==> src/include/lesl_pkg.sv <==
`default_nettype none
// ==========================================
// register map and field layout
package lesl_pkg;
	localparam logic [11:0] LESL_OFS_LINK_CONTROL = 12'h040;
	localparam logic [11:0] LESL_OFS_LINK_EVENT_STATUS = 12'h044;
	localparam logic [11:0] LESL_OFS_LINK_EVENT_ENABLES = 12'h048;
	// link_control fields
	localparam int LESL_CTL_CYCLE_MASTER_BIT = 11;
	localparam int LESL_CTL_OVERRUN_KEEP_BIT = 10;
	localparam int LESL_CTL_CODE_CLEAR_BIT = 8;
	localparam int LESL_CTL_CODE_LSB = 4;
	localparam int LESL_CTL_AUTO_MASTER_BIT = 3;
	// link_event_status fields
	localparam int LESL_EV_HEADER_CRC = 21;
	localparam int LESL_EV_SELFID_FAULT = 20;
	localparam int LESL_EV_ISO_ARB_LOST = 19;
	localparam int LESL_EV_CYCLE_OVERRUN = 18;
	localparam int LESL_EV_CYCLE_MISSING = 17;
	localparam int LESL_EV_CYCLE_ARB_LOST = 16;
	localparam int LESL_EV_PHY_EVENT = 10;
	localparam int LESL_EV_PHY_REG = 9;
	localparam logic [31:0] LESL_EV_MASK = 32'h003F0600;
	localparam logic [2:0] LESL_CODE_NONE = 3'h0;
	localparam logic [31:0] LESL_CTL_RESET = 32'h00000000;
	localparam logic [31:0] LESL_STATUS_RESET = 32'h00000000;
	localparam logic [31:0] LESL_ENABLE_RESET = 32'h00000000;
	localparam logic [1:0] LESL_RESP_OKAY = 2'h0;
	localparam logic [1:0] LESL_RESP_SLVERR = 2'h2;
endpackage
`default_nettype wire

==> src/verilog/lesl_event_status.sv <==
`default_nettype none
// ==========================================
// link event status and control logic
// Overview of operation
// RULE1: keep the first self-ID error code in control bits 6:4; later errors do not replace it.
// RULE2: codes 000 none, 001 not all child, 010 bad PHY ID, 011 phase error.
// RULE3: codes 100 two gaps, 101 large gap, 110 ID in packet, 111 not inverted.
// RULE4: with auto master bit 3 set, becoming root sets cycle master enable.
// RULE5: reserved bits ignore writes and read zero.
// RULE6: header CRC error of a possibly addressed packet sets bit 21.
// RULE7: a received self-ID packet with errors sets bit 20.
// RULE8: a lost isochronous arbitration sets bit 19.
// RULE9: a cycle overrun sets bit 18 and, unless control bit 10 is set, clears cycle master enable together.
// RULE10: two timer rollovers without cycle start, when not master, set bit 17.
// RULE11: a failed cycle start arbitration sets bit 16.
// RULE12: a PHY interrupt over the interface sets bit 10.
// RULE13: a PHY register value placed in the access register sets bit 9.
// RULE14: flags interrupt only when enabled; write one clears, zero keeps.
// RULE15: enable register at 0x048 gates hardware-set flags onto the summary output.
// RULE16: writing one to control bit 8 returns the error code to none.
// RULE17: load the code with the self-ID flag, only while the code reads none.
module lesl_event_status
	import lesl_pkg::*;
(
	input wire logic aclk,
	input wire logic aresetn,
	input wire logic [11:0] s_axi_awaddr,
	input wire logic s_axi_awvalid,
	output logic s_axi_awready,
	input wire logic [31:0] s_axi_wdata,
	input wire logic [3:0] s_axi_wstrb,
	input wire logic s_axi_wvalid,
	output logic s_axi_wready,
	output logic [1:0] s_axi_bresp,
	output logic s_axi_bvalid,
	input wire logic s_axi_bready,
	input wire logic [11:0] s_axi_araddr,
	input wire logic s_axi_arvalid,
	output logic s_axi_arready,
	output logic [31:0] s_axi_rdata,
	output logic [1:0] s_axi_rresp,
	output logic s_axi_rvalid,
	input wire logic s_axi_rready,
	input wire logic header_crc_event,
	input wire logic selfid_fault_event,
	input wire logic [2:0] selfid_fault_kind,
	input wire logic iso_arb_lost_event,
	input wire logic cycle_overrun_event,
	input wire logic cycle_timer_rollover,
	input wire logic cycle_start_received,
	input wire logic cycle_arb_lost_event,
	input wire logic phy_interrupt_event,
	input wire logic phy_register_event,
	input wire logic became_root_event,
	output logic cycle_master_enable,
	output logic link_interrupt_summary
);
	// ==========================================
	// state
	logic [31:0] status_r, status_nxt;
	logic [31:0] enables_r, enables_nxt;
	logic [2:0] selfid_fault_code_r, selfid_fault_code_nxt;
	logic root_auto_master_r, root_auto_master_nxt;
	logic cycle_master_r, cycle_master_nxt;
	logic overrun_keep_r, overrun_keep_nxt;
	logic [1:0] roll_cnt_r, roll_cnt_nxt;
	logic aw_held_r, aw_held_nxt;
	logic w_held_r, w_held_nxt;
	logic [11:0] awaddr_r, awaddr_nxt;
	logic [31:0] wdata_r, wdata_nxt;
	logic [3:0] wstrb_r, wstrb_nxt;
	logic bvalid_r, bvalid_nxt;
	logic [1:0] bresp_r, bresp_nxt;
	logic rvalid_r, rvalid_nxt;
	logic [31:0] rdata_r, rdata_nxt;
	logic [1:0] rresp_r, rresp_nxt;
	logic summary_r, summary_nxt;
	logic do_write;
	logic [31:0] wmask;
	logic [31:0] wbits;
	logic [31:0] ctl_view;
	logic [31:0] set_vec;

	assign s_axi_awready = !aw_held_r && !bvalid_r;
	assign s_axi_wready = !w_held_r && !bvalid_r;
	assign s_axi_arready = !rvalid_r;
	assign s_axi_bvalid = bvalid_r;
	assign s_axi_bresp = bresp_r;
	assign s_axi_rvalid = rvalid_r;
	assign s_axi_rdata = rdata_r;
	assign s_axi_rresp = rresp_r;
	assign cycle_master_enable = cycle_master_r;
	assign link_interrupt_summary = summary_r;

	// ==========================================
	// write capture and decode
	assign do_write = aw_held_r && w_held_r && !bvalid_r;
	assign wmask = {{8{wstrb_r[3]}}, {8{wstrb_r[2]}}, {8{wstrb_r[1]}}, {8{wstrb_r[0]}}};
	assign wbits = wdata_r & wmask;

	always_comb begin
		ctl_view = 32'h00000000;
		ctl_view[LESL_CTL_CYCLE_MASTER_BIT] = cycle_master_r;
		ctl_view[LESL_CTL_OVERRUN_KEEP_BIT] = overrun_keep_r;
		ctl_view[LESL_CTL_CODE_LSB +: 3] = selfid_fault_code_r; // see RULE1
		ctl_view[LESL_CTL_AUTO_MASTER_BIT] = root_auto_master_r;
	end

	always_comb begin
		set_vec = 32'h00000000;
		set_vec[LESL_EV_HEADER_CRC] = header_crc_event; // see RULE6
		set_vec[LESL_EV_SELFID_FAULT] = selfid_fault_event; // see RULE7
		set_vec[LESL_EV_ISO_ARB_LOST] = iso_arb_lost_event; // see RULE8
		set_vec[LESL_EV_CYCLE_OVERRUN] = cycle_overrun_event; // see RULE9
		set_vec[LESL_EV_CYCLE_MISSING] = !cycle_master_r && cycle_timer_rollover &&
			!cycle_start_received && roll_cnt_r == 2'h1; // see RULE10
		set_vec[LESL_EV_CYCLE_ARB_LOST] = cycle_arb_lost_event; // see RULE11
		set_vec[LESL_EV_PHY_EVENT] = phy_interrupt_event; // see RULE12
		set_vec[LESL_EV_PHY_REG] = phy_register_event; // see RULE13
	end

	// ==========================================
	// bus handshake
	always_comb begin
		aw_held_nxt = aw_held_r;
		w_held_nxt = w_held_r;
		awaddr_nxt = awaddr_r;
		wdata_nxt = wdata_r;
		wstrb_nxt = wstrb_r;
		bvalid_nxt = bvalid_r;
		bresp_nxt = bresp_r;
		rvalid_nxt = rvalid_r;
		rdata_nxt = rdata_r;
		rresp_nxt = rresp_r;
		if (s_axi_awvalid && s_axi_awready) begin
			aw_held_nxt = 1'b1;
			awaddr_nxt = s_axi_awaddr;
		end
		if (s_axi_wvalid && s_axi_wready) begin
			w_held_nxt = 1'b1;
			wdata_nxt = s_axi_wdata;
			wstrb_nxt = s_axi_wstrb;
		end
		if (do_write) begin
			aw_held_nxt = 1'b0;
			w_held_nxt = 1'b0;
			bvalid_nxt = 1'b1;
			case ({awaddr_r[11:2], 2'h0})
				LESL_OFS_LINK_CONTROL, LESL_OFS_LINK_EVENT_STATUS,
				LESL_OFS_LINK_EVENT_ENABLES: bresp_nxt = LESL_RESP_OKAY;
				default: bresp_nxt = LESL_RESP_SLVERR;
			endcase
		end else if (bvalid_r && s_axi_bready) begin
			bvalid_nxt = 1'b0;
		end
		if (s_axi_arvalid && s_axi_arready) begin
			rvalid_nxt = 1'b1;
			rresp_nxt = LESL_RESP_OKAY;
			case ({s_axi_araddr[11:2], 2'h0})
				LESL_OFS_LINK_CONTROL: rdata_nxt = ctl_view;
				LESL_OFS_LINK_EVENT_STATUS: rdata_nxt = status_r;
				LESL_OFS_LINK_EVENT_ENABLES: rdata_nxt = enables_r;
				default: begin
					rdata_nxt = 32'h00000000;
					rresp_nxt = LESL_RESP_SLVERR;
				end
			endcase
		end else if (rvalid_r && s_axi_rready) begin
			rvalid_nxt = 1'b0;
		end
	end

	// ==========================================
	// registers and event logic
	always_comb begin
		status_nxt = status_r;
		enables_nxt = enables_r;
		selfid_fault_code_nxt = selfid_fault_code_r;
		root_auto_master_nxt = root_auto_master_r;
		cycle_master_nxt = cycle_master_r;
		overrun_keep_nxt = overrun_keep_r;
		roll_cnt_nxt = roll_cnt_r;
		if (do_write && {awaddr_r[11:2], 2'h0} == LESL_OFS_LINK_CONTROL) begin
			root_auto_master_nxt = wbits[LESL_CTL_AUTO_MASTER_BIT];
			overrun_keep_nxt = wbits[LESL_CTL_OVERRUN_KEEP_BIT];
			if (!root_auto_master_r) begin
				cycle_master_nxt = wbits[LESL_CTL_CYCLE_MASTER_BIT];
			end
			if (wbits[LESL_CTL_CODE_CLEAR_BIT]) begin
				selfid_fault_code_nxt = LESL_CODE_NONE; // see RULE16
			end
		end
		if (do_write && {awaddr_r[11:2], 2'h0} == LESL_OFS_LINK_EVENT_STATUS) begin
			status_nxt = status_r & ~(wbits & LESL_EV_MASK); // see RULE14
		end
		if (do_write && {awaddr_r[11:2], 2'h0} == LESL_OFS_LINK_EVENT_ENABLES) begin
			enables_nxt = wbits & LESL_EV_MASK; // see RULE5
		end
		status_nxt = status_nxt | set_vec; // see RULE14
		if (selfid_fault_event && selfid_fault_code_r == LESL_CODE_NONE) begin
			selfid_fault_code_nxt = selfid_fault_kind; // see RULE2 RULE3 RULE17
		end
		if (root_auto_master_r && became_root_event) begin
			cycle_master_nxt = 1'b1; // see RULE4
		end
		if (cycle_overrun_event && !overrun_keep_r) begin
			cycle_master_nxt = 1'b0; // see RULE9
		end
		if (cycle_master_r || cycle_start_received) begin
			roll_cnt_nxt = 2'h0;
		end else if (cycle_timer_rollover) begin
			roll_cnt_nxt = (roll_cnt_r == 2'h1) ? 2'h0 : 2'h1; // see RULE10
		end
		summary_nxt = |(status_nxt & enables_r); // see RULE15
	end

	always_ff @(posedge aclk) begin
		if (!aresetn) begin
			status_r <= LESL_STATUS_RESET;
			enables_r <= LESL_ENABLE_RESET;
			selfid_fault_code_r <= LESL_CODE_NONE;
			root_auto_master_r <= 1'b0;
			cycle_master_r <= 1'b0;
			overrun_keep_r <= 1'b0;
			roll_cnt_r <= 2'h0;
			aw_held_r <= 1'b0;
			w_held_r <= 1'b0;
			awaddr_r <= 12'h000;
			wdata_r <= 32'h00000000;
			wstrb_r <= 4'h0;
			bvalid_r <= 1'b0;
			bresp_r <= LESL_RESP_OKAY;
			rvalid_r <= 1'b0;
			rdata_r <= 32'h00000000;
			rresp_r <= LESL_RESP_OKAY;
			summary_r <= 1'b0;
		end else begin
			status_r <= status_nxt;
			enables_r <= enables_nxt;
			selfid_fault_code_r <= selfid_fault_code_nxt;
			root_auto_master_r <= root_auto_master_nxt;
			cycle_master_r <= cycle_master_nxt;
			overrun_keep_r <= overrun_keep_nxt;
			roll_cnt_r <= roll_cnt_nxt;
			aw_held_r <= aw_held_nxt;
			w_held_r <= w_held_nxt;
			awaddr_r <= awaddr_nxt;
			wdata_r <= wdata_nxt;
			wstrb_r <= wstrb_nxt;
			bvalid_r <= bvalid_nxt;
			bresp_r <= bresp_nxt;
			rvalid_r <= rvalid_nxt;
			rdata_r <= rdata_nxt;
			rresp_r <= rresp_nxt;
			summary_r <= summary_nxt;
		end
	end

	// ==========================================
	// checks
	a_code_first_kept: assert property (@(posedge aclk) disable iff (!aresetn) // see RULE1
		$past(selfid_fault_code_r) != LESL_CODE_NONE && !$past(do_write)
		|-> selfid_fault_code_r == $past(selfid_fault_code_r))
		else $error("self-ID code changed while holding an error");
	a_code_load: assert property (@(posedge aclk) disable iff (!aresetn) // see RULE17
		selfid_fault_event && selfid_fault_code_r == LESL_CODE_NONE
		|=> selfid_fault_code_r == $past(selfid_fault_kind) && status_r[LESL_EV_SELFID_FAULT])
		else $error("self-ID code not loaded with its flag");
	a_code_clear: assert property (@(posedge aclk) disable iff (!aresetn) // see RULE16
		do_write && {awaddr_r[11:2], 2'h0} == LESL_OFS_LINK_CONTROL &&
		wbits[LESL_CTL_CODE_CLEAR_BIT] && !selfid_fault_event
		|=> selfid_fault_code_r == LESL_CODE_NONE)
		else $error("self-ID code not cleared by control write");
	a_auto_master: assert property (@(posedge aclk) disable iff (!aresetn) // see RULE4
		root_auto_master_r && became_root_event && !cycle_overrun_event
		|=> cycle_master_enable)
		else $error("cycle master not set on becoming root");
	a_master_locked: assert property (@(posedge aclk) disable iff (!aresetn) // see RULE4
		do_write && {awaddr_r[11:2], 2'h0} == LESL_OFS_LINK_CONTROL && root_auto_master_r &&
		!became_root_event && !cycle_overrun_event
		|=> cycle_master_enable == $past(cycle_master_enable))
		else $error("cycle master written while automatic set is on");
	a_overrun_clear: assert property (@(posedge aclk) disable iff (!aresetn) // see RULE9
		cycle_overrun_event && !overrun_keep_r
		|=> !cycle_master_enable && status_r[LESL_EV_CYCLE_OVERRUN])
		else $error("overrun did not clear master and set flag");
	a_overrun_keep: assert property (@(posedge aclk) disable iff (!aresetn) // see RULE9
		cycle_overrun_event && overrun_keep_r && !became_root_event && !do_write
		|=> cycle_master_enable == $past(cycle_master_enable))
		else $error("overrun changed master although clearing is off");
	a_reserved_zero: assert property (@(posedge aclk) disable iff (!aresetn) // see RULE5
		(status_r & ~LESL_EV_MASK) == 32'h00000000 &&
		(enables_r & ~LESL_EV_MASK) == 32'h00000000)
		else $error("reserved bits not zero");
	a_header_set: assert property (@(posedge aclk) disable iff (!aresetn) // see RULE6
		header_crc_event |=> status_r[LESL_EV_HEADER_CRC])
		else $error("header flag not set");
	a_selfid_set: assert property (@(posedge aclk) disable iff (!aresetn) // see RULE7
		selfid_fault_event |=> status_r[LESL_EV_SELFID_FAULT])
		else $error("self-ID flag not set");
	a_iso_set: assert property (@(posedge aclk) disable iff (!aresetn) // see RULE8
		iso_arb_lost_event |=> status_r[LESL_EV_ISO_ARB_LOST])
		else $error("isochronous arbitration flag not set");
	a_arb_set: assert property (@(posedge aclk) disable iff (!aresetn) // see RULE11
		cycle_arb_lost_event |=> status_r[LESL_EV_CYCLE_ARB_LOST])
		else $error("cycle arbitration flag not set");
	a_phy_set: assert property (@(posedge aclk) disable iff (!aresetn) // see RULE12
		phy_interrupt_event |=> status_r[LESL_EV_PHY_EVENT])
		else $error("PHY interrupt flag not set");
	a_phyreg_set: assert property (@(posedge aclk) disable iff (!aresetn) // see RULE13
		phy_register_event |=> status_r[LESL_EV_PHY_REG])
		else $error("PHY register flag not set");
	a_lost_blocked: assert property (@(posedge aclk) disable iff (!aresetn) // see RULE10
		cycle_start_received || cycle_master_r
		|=> !status_r[LESL_EV_CYCLE_MISSING] || $past(status_r[LESL_EV_CYCLE_MISSING]))
		else $error("cycle lost flag set despite start or master");
	a_summary_gate: assert property (@(posedge aclk) disable iff (!aresetn) // see RULE15
		##1 link_interrupt_summary == |(status_r & $past(enables_r)))
		else $error("summary does not follow enabled flags");
	a_summary_off: assert property (@(posedge aclk) disable iff (!aresetn) // see RULE15
		enables_r == 32'h00000000 |=> !link_interrupt_summary)
		else $error("summary raised with all enables off");
	a_flag_held: assert property (@(posedge aclk) disable iff (!aresetn) // see RULE14
		status_r[LESL_EV_CYCLE_ARB_LOST] && !do_write
		|=> status_r[LESL_EV_CYCLE_ARB_LOST])
		else $error("flag dropped without a write");
	a_flag_clear: assert property (@(posedge aclk) disable iff (!aresetn) // see RULE14
		do_write && {awaddr_r[11:2], 2'h0} == LESL_OFS_LINK_EVENT_STATUS &&
		wbits[LESL_EV_CYCLE_ARB_LOST] && !cycle_arb_lost_event
		|=> !status_r[LESL_EV_CYCLE_ARB_LOST])
		else $error("flag not cleared by writing one");
	c_selfid_load: cover property (@(posedge aclk) disable iff (!aresetn)
		selfid_fault_event && selfid_fault_code_r == LESL_CODE_NONE);
	c_summary: cover property (@(posedge aclk) disable iff (!aresetn)
		link_interrupt_summary ##1 !link_interrupt_summary);
	c_lost: cover property (@(posedge aclk) disable iff (!aresetn)
		set_vec[LESL_EV_CYCLE_MISSING]);
	c_auto_root: cover property (@(posedge aclk) disable iff (!aresetn)
		root_auto_master_r && became_root_event);
	c_overrun_keep: cover property (@(posedge aclk) disable iff (!aresetn)
		cycle_overrun_event && overrun_keep_r);
endmodule // lesl_event_status
`default_nettype wire

==> config.mk <==
export PLATFORM = sky130hd
export DESIGN_NAME = lesl_event_status
export DESIGN_NICKNAME = d
export VERILOG_FILES = /design/src/include/lesl_pkg.sv /design/src/verilog/lesl_event_status.sv
export SDC_FILE = /design/constraint.sdc
export NUM_CORES = 1
export LEC_CHECK = 0
export BUFFER_PORTS_ARGS = -buffer_cell sky130_fd_sc_hd__buf_4
export CORE_MARGIN = 4
export CORE_UTILIZATION = 35
export CTS_BUF_LIST = sky130_fd_sc_hd__clkbuf_4 sky130_fd_sc_hd__clkbuf_8
export DETAILED_ROUTE_END_ITERATION = 16
export SYNTH_ARGS = -nofsm -noshare
export SYNTH_HDL_FRONTEND = slang
export SYNTH_SLANG_ARGS = --single-unit
==> constraint.sdc <==
create_clock -name aclk -period 1.8 [get_ports aclk]
set_input_delay 0.09 -clock aclk [delete_from_list [all_inputs] [get_ports aclk]]
set_output_delay 0.09 -clock aclk [all_outputs]
set_load 0.005 [all_outputs]
Word-level counts from Yosys, hierarchy flattened
Index checks and enable logic that the tools add are counted.

Memory bits (read-only): 0. RAM bits: 0. Output and inout bits: 43. Memories kept: 0. Bits in latches: 0. Bits in registers: 126. Word-level logic and storage cells: 87.

Equal/unequal tests: 8. Shift-type cells: 0. Reductions and logical operators: 40. Muxes and demuxes: 15. Add/subtract/negate cells: 0. Bitwise operators: 6. Divide/modulo/power cells: 0. $mul: 0. $lt $le $gt $ge: 0.

Operator list (count): $pmux W32 S3 (1); $eq A10 B5 Y1 const B (6); $and A32 B22 Y32 (1); $and A32 B32 Y32 (1); $mux W32 (1); $not A22 Y32 (1); $or A32 B22 Y32 (1); $reduce_or A32 Y1 (1); $and A22 B22 Y22 (1); $logic_and A1 B1 Y1 (18); $reduce_bool A2 Y1 (5); $mux W3 (3); $mux W1 (8); $logic_not A1 Y1 (7); $reduce_or A2 Y1 (3); $reduce_or A3 Y1 (2); $mux W2 (2); $reduce_and A2 Y1 (2); $logic_not A3 Y1 (1); $eq A2 B1 Y1 const B (1); $ne A2 B1 Y1 const B (1); $logic_or A1 B1 Y1 (1); $not A1 Y1 (1).

Depth between registers and ports, before layout
Depth after elaboration: 7. Depth in mapped cells: 6. Gate-level depth less buffers: 5.

Worst setup path after synthesis
No wires, ideal clock.

Path type: register to register. From: register awaddr_r[4]. To: register summary_r (netlist: link_interrupt_summary). Setup slack: -0.125 ns. Stages on the path, launching flop included: 6. Path buffers: 0. Arrival: 1.786 ns. Data required time: 1.661 ns. Path through: dfxtp_1 > or4b_4 > nor4_4 > a31oi_1 > nor4_1 > a41oi_1.

Word-level cells in the longest chain between the ends: 6.

RTL lines: from (decl) (line lesl_event_status.sv:69) `logic [11:0] awaddr_r, awaddr_nxt;`; from (signal assigned) (line lesl_event_status.sv:247) `awaddr_r <= awaddr_nxt;`; $eq A10 B5 Y1 (line lesl_event_status.sv:193) `if (do_write && {awaddr_r[11:2], 2'h0} == LESL_OFS_LINK_EVENT_STATUS) begin`; $logic_and A1 B1 Y1 (line lesl_event_status.sv:193); $mux W32 (line lesl_event_status.sv:193); $or A32 B22 Y32 (line lesl_event_status.sv:199) `status_nxt = status_nxt | set_vec;`; $and A32 B22 Y32 (line lesl_event_status.sv:214) `summary_nxt = |(status_nxt & enables_r);`; $reduce_or A32 Y1 (line lesl_event_status.sv:214); to (signal assigned) (line lesl_event_status.sv:255) `summary_r <= summary_nxt;`; to (decl) (line lesl_event_status.sv:77) `logic summary_r, summary_nxt;`.

Every way passes these cells. A chain may end at the register's enable or synchronous reset.

Worst setup path after layout
From: register awaddr_r[7]. To: register summary_r (netlist: link_interrupt_summary).

The elaborated chain is that of the path after synthesis.

==> run_results.csv <==
group,metric,value,unit
status,outcome,"finished with violations",
status,violations,"negative setup slack",
sta,min_period,1.946,ns
die,ios,123,
grt,grtUsageTotal,15.08,%
sta,drv_slew,0,
layout,nNetsFinal,541,
logic_synthesis,async_reset_ff_share,0,%
setup_path,r2r-end,"link_interrupt_summary$_SDFF_PN0_",
sta,rsz0062_at_grt,"yes",
logic_synthesis,synth-main-ff-cell,"dfxtp_1",
layout,finalInstanceArea,0.003934,mm²
detailed_routing,wl_per_cell,12.85,µm
setup_path,worstSetupPathType,"reg2reg",
worst_hold_path,min_to,"status_r[18]$_SDFF_PN0_",
logic_synthesis,ys_seq_area_share,47.20,%
logic_synthesis,synth.most_common_cell,"nand2_1",
setup_path,r2r_slack,-0.15,ns
logic_synthesis,synthTopCellsByArea,"dfxtp_1, nand2_1, a21oi_1, nor2_1, buf_4",
detailed_routing,antenna_left,0,
placement,io_buffers,75,
detailed_routing,wl,7273,µm
sta,hold_viol,0,
sta,fin_hold_ws,0.009119,ns
detailed_routing,viasPerCell,4.822,
die,rows,32,
logic_synthesis,synth_common_cells,"nand2_1, dfxtp_1, a21oi_1, nor2_1, buf_4",
setup_path,end_kind,"flip-flop",
clock_tree,clockBufferDepth,2,
layout,area_delta_synth_final,38.44,%
logic_synthesis,yosys.area.top_type,"dfxtp_1",
grt,grt_max_degree,29,
pwr,leakage,0.001632,µW
clock_tree,clkLatencyLatePin,0.33,ns
logic_synthesis,synth_edf_count,0,
worst_hold_path,whs_path_depth,3,
pwr,vdd_drop_max,0.4187,mV
setup_path,cp-start-kind,"flip-flop",
job,drv_cap,0,
detailed_routing,vias,2729,
die,core,0.007807,mm²
sta,worst_pin_slew,0.6589,ns
die,dieWidth,98.10,µm
setup_path,cp_cell_sequence,"or4b_4 > nor4_4 > buf_6 > a31oi_4 > nor4_2 > a41oi_1",
placement,finalWeightedCongestion,0.8141,
sta,max_slew_margin,55.45,%
die,die_height,98.10,µm
setup_path,critPathRequiredTime,2.00,ns
logic_synthesis,ys_seq_elements,67,
pwr,power,3174,µW
setup_path,worstPathArrival,2.14,ns
sta,fin_worst_skew,0.006003,ns
grt,grt_overflow,0,
logic_synthesis,syn-cell-area,0.002841,mm²
layout,num_antenna_cells,0,
detailed_routing,drc_errors,0,
setup_path,slowest_stage,"or4b_4",
clock_tree,numCtsBuffers,9,
grt,antenna_found_initial,0,
setup_path,rr_worst_depth,6,
detailed_routing,drt_iter0_drc,138,
clock_tree,cts_tree,"yes",
setup_path,crit_fanout,6,
logic_synthesis,yosys_warnings,0,
worst_hold_path,worstHoldStart,"cycle_overrun_event",
sta,min_period_over_period,108.1,%
sta,tns,-0.6376,ns
layout,final_util,50.38,%
placement,hpwl,5367,µm
grt,grt_pass1_wl,11820,µm
placement,dpl-instance-area,0.003513,mm²
die,dieArea,0.009624,mm²
logic_synthesis,postSynthAreaPerCell,7.915,µm²
layout,drive_above_1_share,26.29,%
clock_tree,cts_sinks,67,
sta,max_clock_freq,513.9,MHz
clock_tree,clkTransAtPathRegs,0.07,ns
setup_path,r2r-start,"awaddr_r[7]$_SDFFE_PN0P_",
setup_path,cp_slowest_stage_delay,0.56,ns
pwr,power.density,806.8,mW/mm²
sta,setup_slack,-0.1458,ns
clock_tree,root_buffer,"clkbuf_8",
logic_synthesis,synth_cell_types,35,
logic_synthesis,yosys.area.top_type_share,47.20,%
sta,setup_viol,13,
detailed_routing,dr.pass1.iters,4,
die,start_util,36.39,%
clock_tree,htreeDepth,3,
logic_synthesis,synthCells,359,
grt,grt_pass1_vias,2484,
worst_hold_path,min_path_type,"in2reg",
final cells by class:
| cell class | count | area [µm²] |
|---|---|---|
| well taps | 102 | 127.6 |
| inverters | 8 | 30.03 |
| clock buffers | 11 | 145.1 |
| repair buffers | 108 | 868.3 |
| clock inverters | 3 | 40.04 |
| multi-input cells | 267 | 1380 |
| flip-flops and latches | 67 | 1343 |
| fillers | 777 | 3874 |
where the power goes:
group / internal (µW) / switching, µW / leakage, µW
logic: 197 / 193 / 0.000986
clock network: 673 / 507 / 0.0000985
registers: 1550 / 52.4 / 0.000548
worst max-delay path by stage:
stage | start | to | slack (ns)
floorplan | awaddr_r[8]$_SDFFE_PN0P_ | link_interrupt_summary$_SDFF_PN0_ | -0.12
global placement | awaddr_r[8]$_SDFFE_PN0P_ | link_interrupt_summary$_SDFF_PN0_ | -0.11
detailed placement | awaddr_r[8]$_SDFFE_PN0P_ | link_interrupt_summary$_SDFF_PN0_ | -0.13
CTS | awaddr_r[8]$_SDFFE_PN0P_ | link_interrupt_summary$_SDFF_PN0_ | -0.14
global route | awaddr_r[7]$_SDFFE_PN0P_ | link_interrupt_summary$_SDFF_PN0_ | -0.23
finish | awaddr_r[7]$_SDFFE_PN0P_ | link_interrupt_summary$_SDFF_PN0_ | -0.15
critical path: cells and delay by family, from the launching register on:
family,cells,cell delay [ns]
buffers and inverters,1,0.16
AOI/OAI and AO/OA,2,0.23
DFF,1,0.32
and+or+nand+nor,3,1.11
cells by family after synthesis:
| group | count (synthesis) | synth area share, % |
|---|---|---|
| AOI/OAI and AO/OA | 88 | 18.14 |
| xor gates and xnor gates | 1 | 0.3083 |
| buffers and inverters | 45 | 8.762 |
| DFF | 67 | 47.20 |
| muxes | 2 | 0.7046 |
| other | 1 | 0.1320 |
| and+or+nand+nor | 155 | 24.75 |
registers in the layout, summed over array words and instances, names as in the netlist:
signal and count:
s_axi_rdata 13, wdata_r 11, awaddr_r 10, enables_r 8
status_r 8, selfid_fault_code_r 3, wstrb_r 3, aw_held_r 1
cycle_master_enable 1, link_interrupt_summary 1, overrun_keep_r 1, roll_cnt_r 1
root_auto_master_r 1, s_axi_bresp 1, s_axi_bvalid 1, s_axi_rresp 1
s_axi_rvalid 1, w_held_r 1
cell usage in the layout, fill, tap and decap left out, types with 4 or more instances in the layout:
cell           netlist  final
a21oi_2              0      4
inv_1                7      7
nor2_1              44     44
nor2b_1              5      5
nand2_1             73     72
dfxtp_1             67     66
o21ai_0             10     10
conb_1               1     21
clkbuf_8             0     10
dlygate4sd3_1        0     15
and2_1               6      6
a22oi_1             15     13
buf_4               21     90
nand3_1              9      9
a21oi_1             50     46
routing by layer:
metal  vias to the layer above  share of wire [%]  global-route usage (%)
met3                        14                8.1                   4.357
met1                      1228                 45                   20.21
met2                       103                 45                   23.14
met4                         0                1.8                   5.431
li1                       1384                  -                       -
met5                         -                  0                       0
stage by stage:
step	instances	setup WS, ns
6_report	566	-0.1458
5_1_grt	566	-0.2253
4_1_cts	563	-0.1375
3_5_place_dp	534	-0.1345
3_3_place_gp	534	-0.1071
2_1_floorplan	379	-0.1184
repair_timing:
action | CTS | global route
setup endpoints to repair | 18 | 22
hold endpoints to repair | 14 | 1
pin swaps | 2 | 12
gates cloned | 0 | 0
hold buffers | 14 | 1
buffers inserted | 1 | 2
gates resized for setup | 0 | 14
Note: power is estimated with default switching activity, not from simulation.
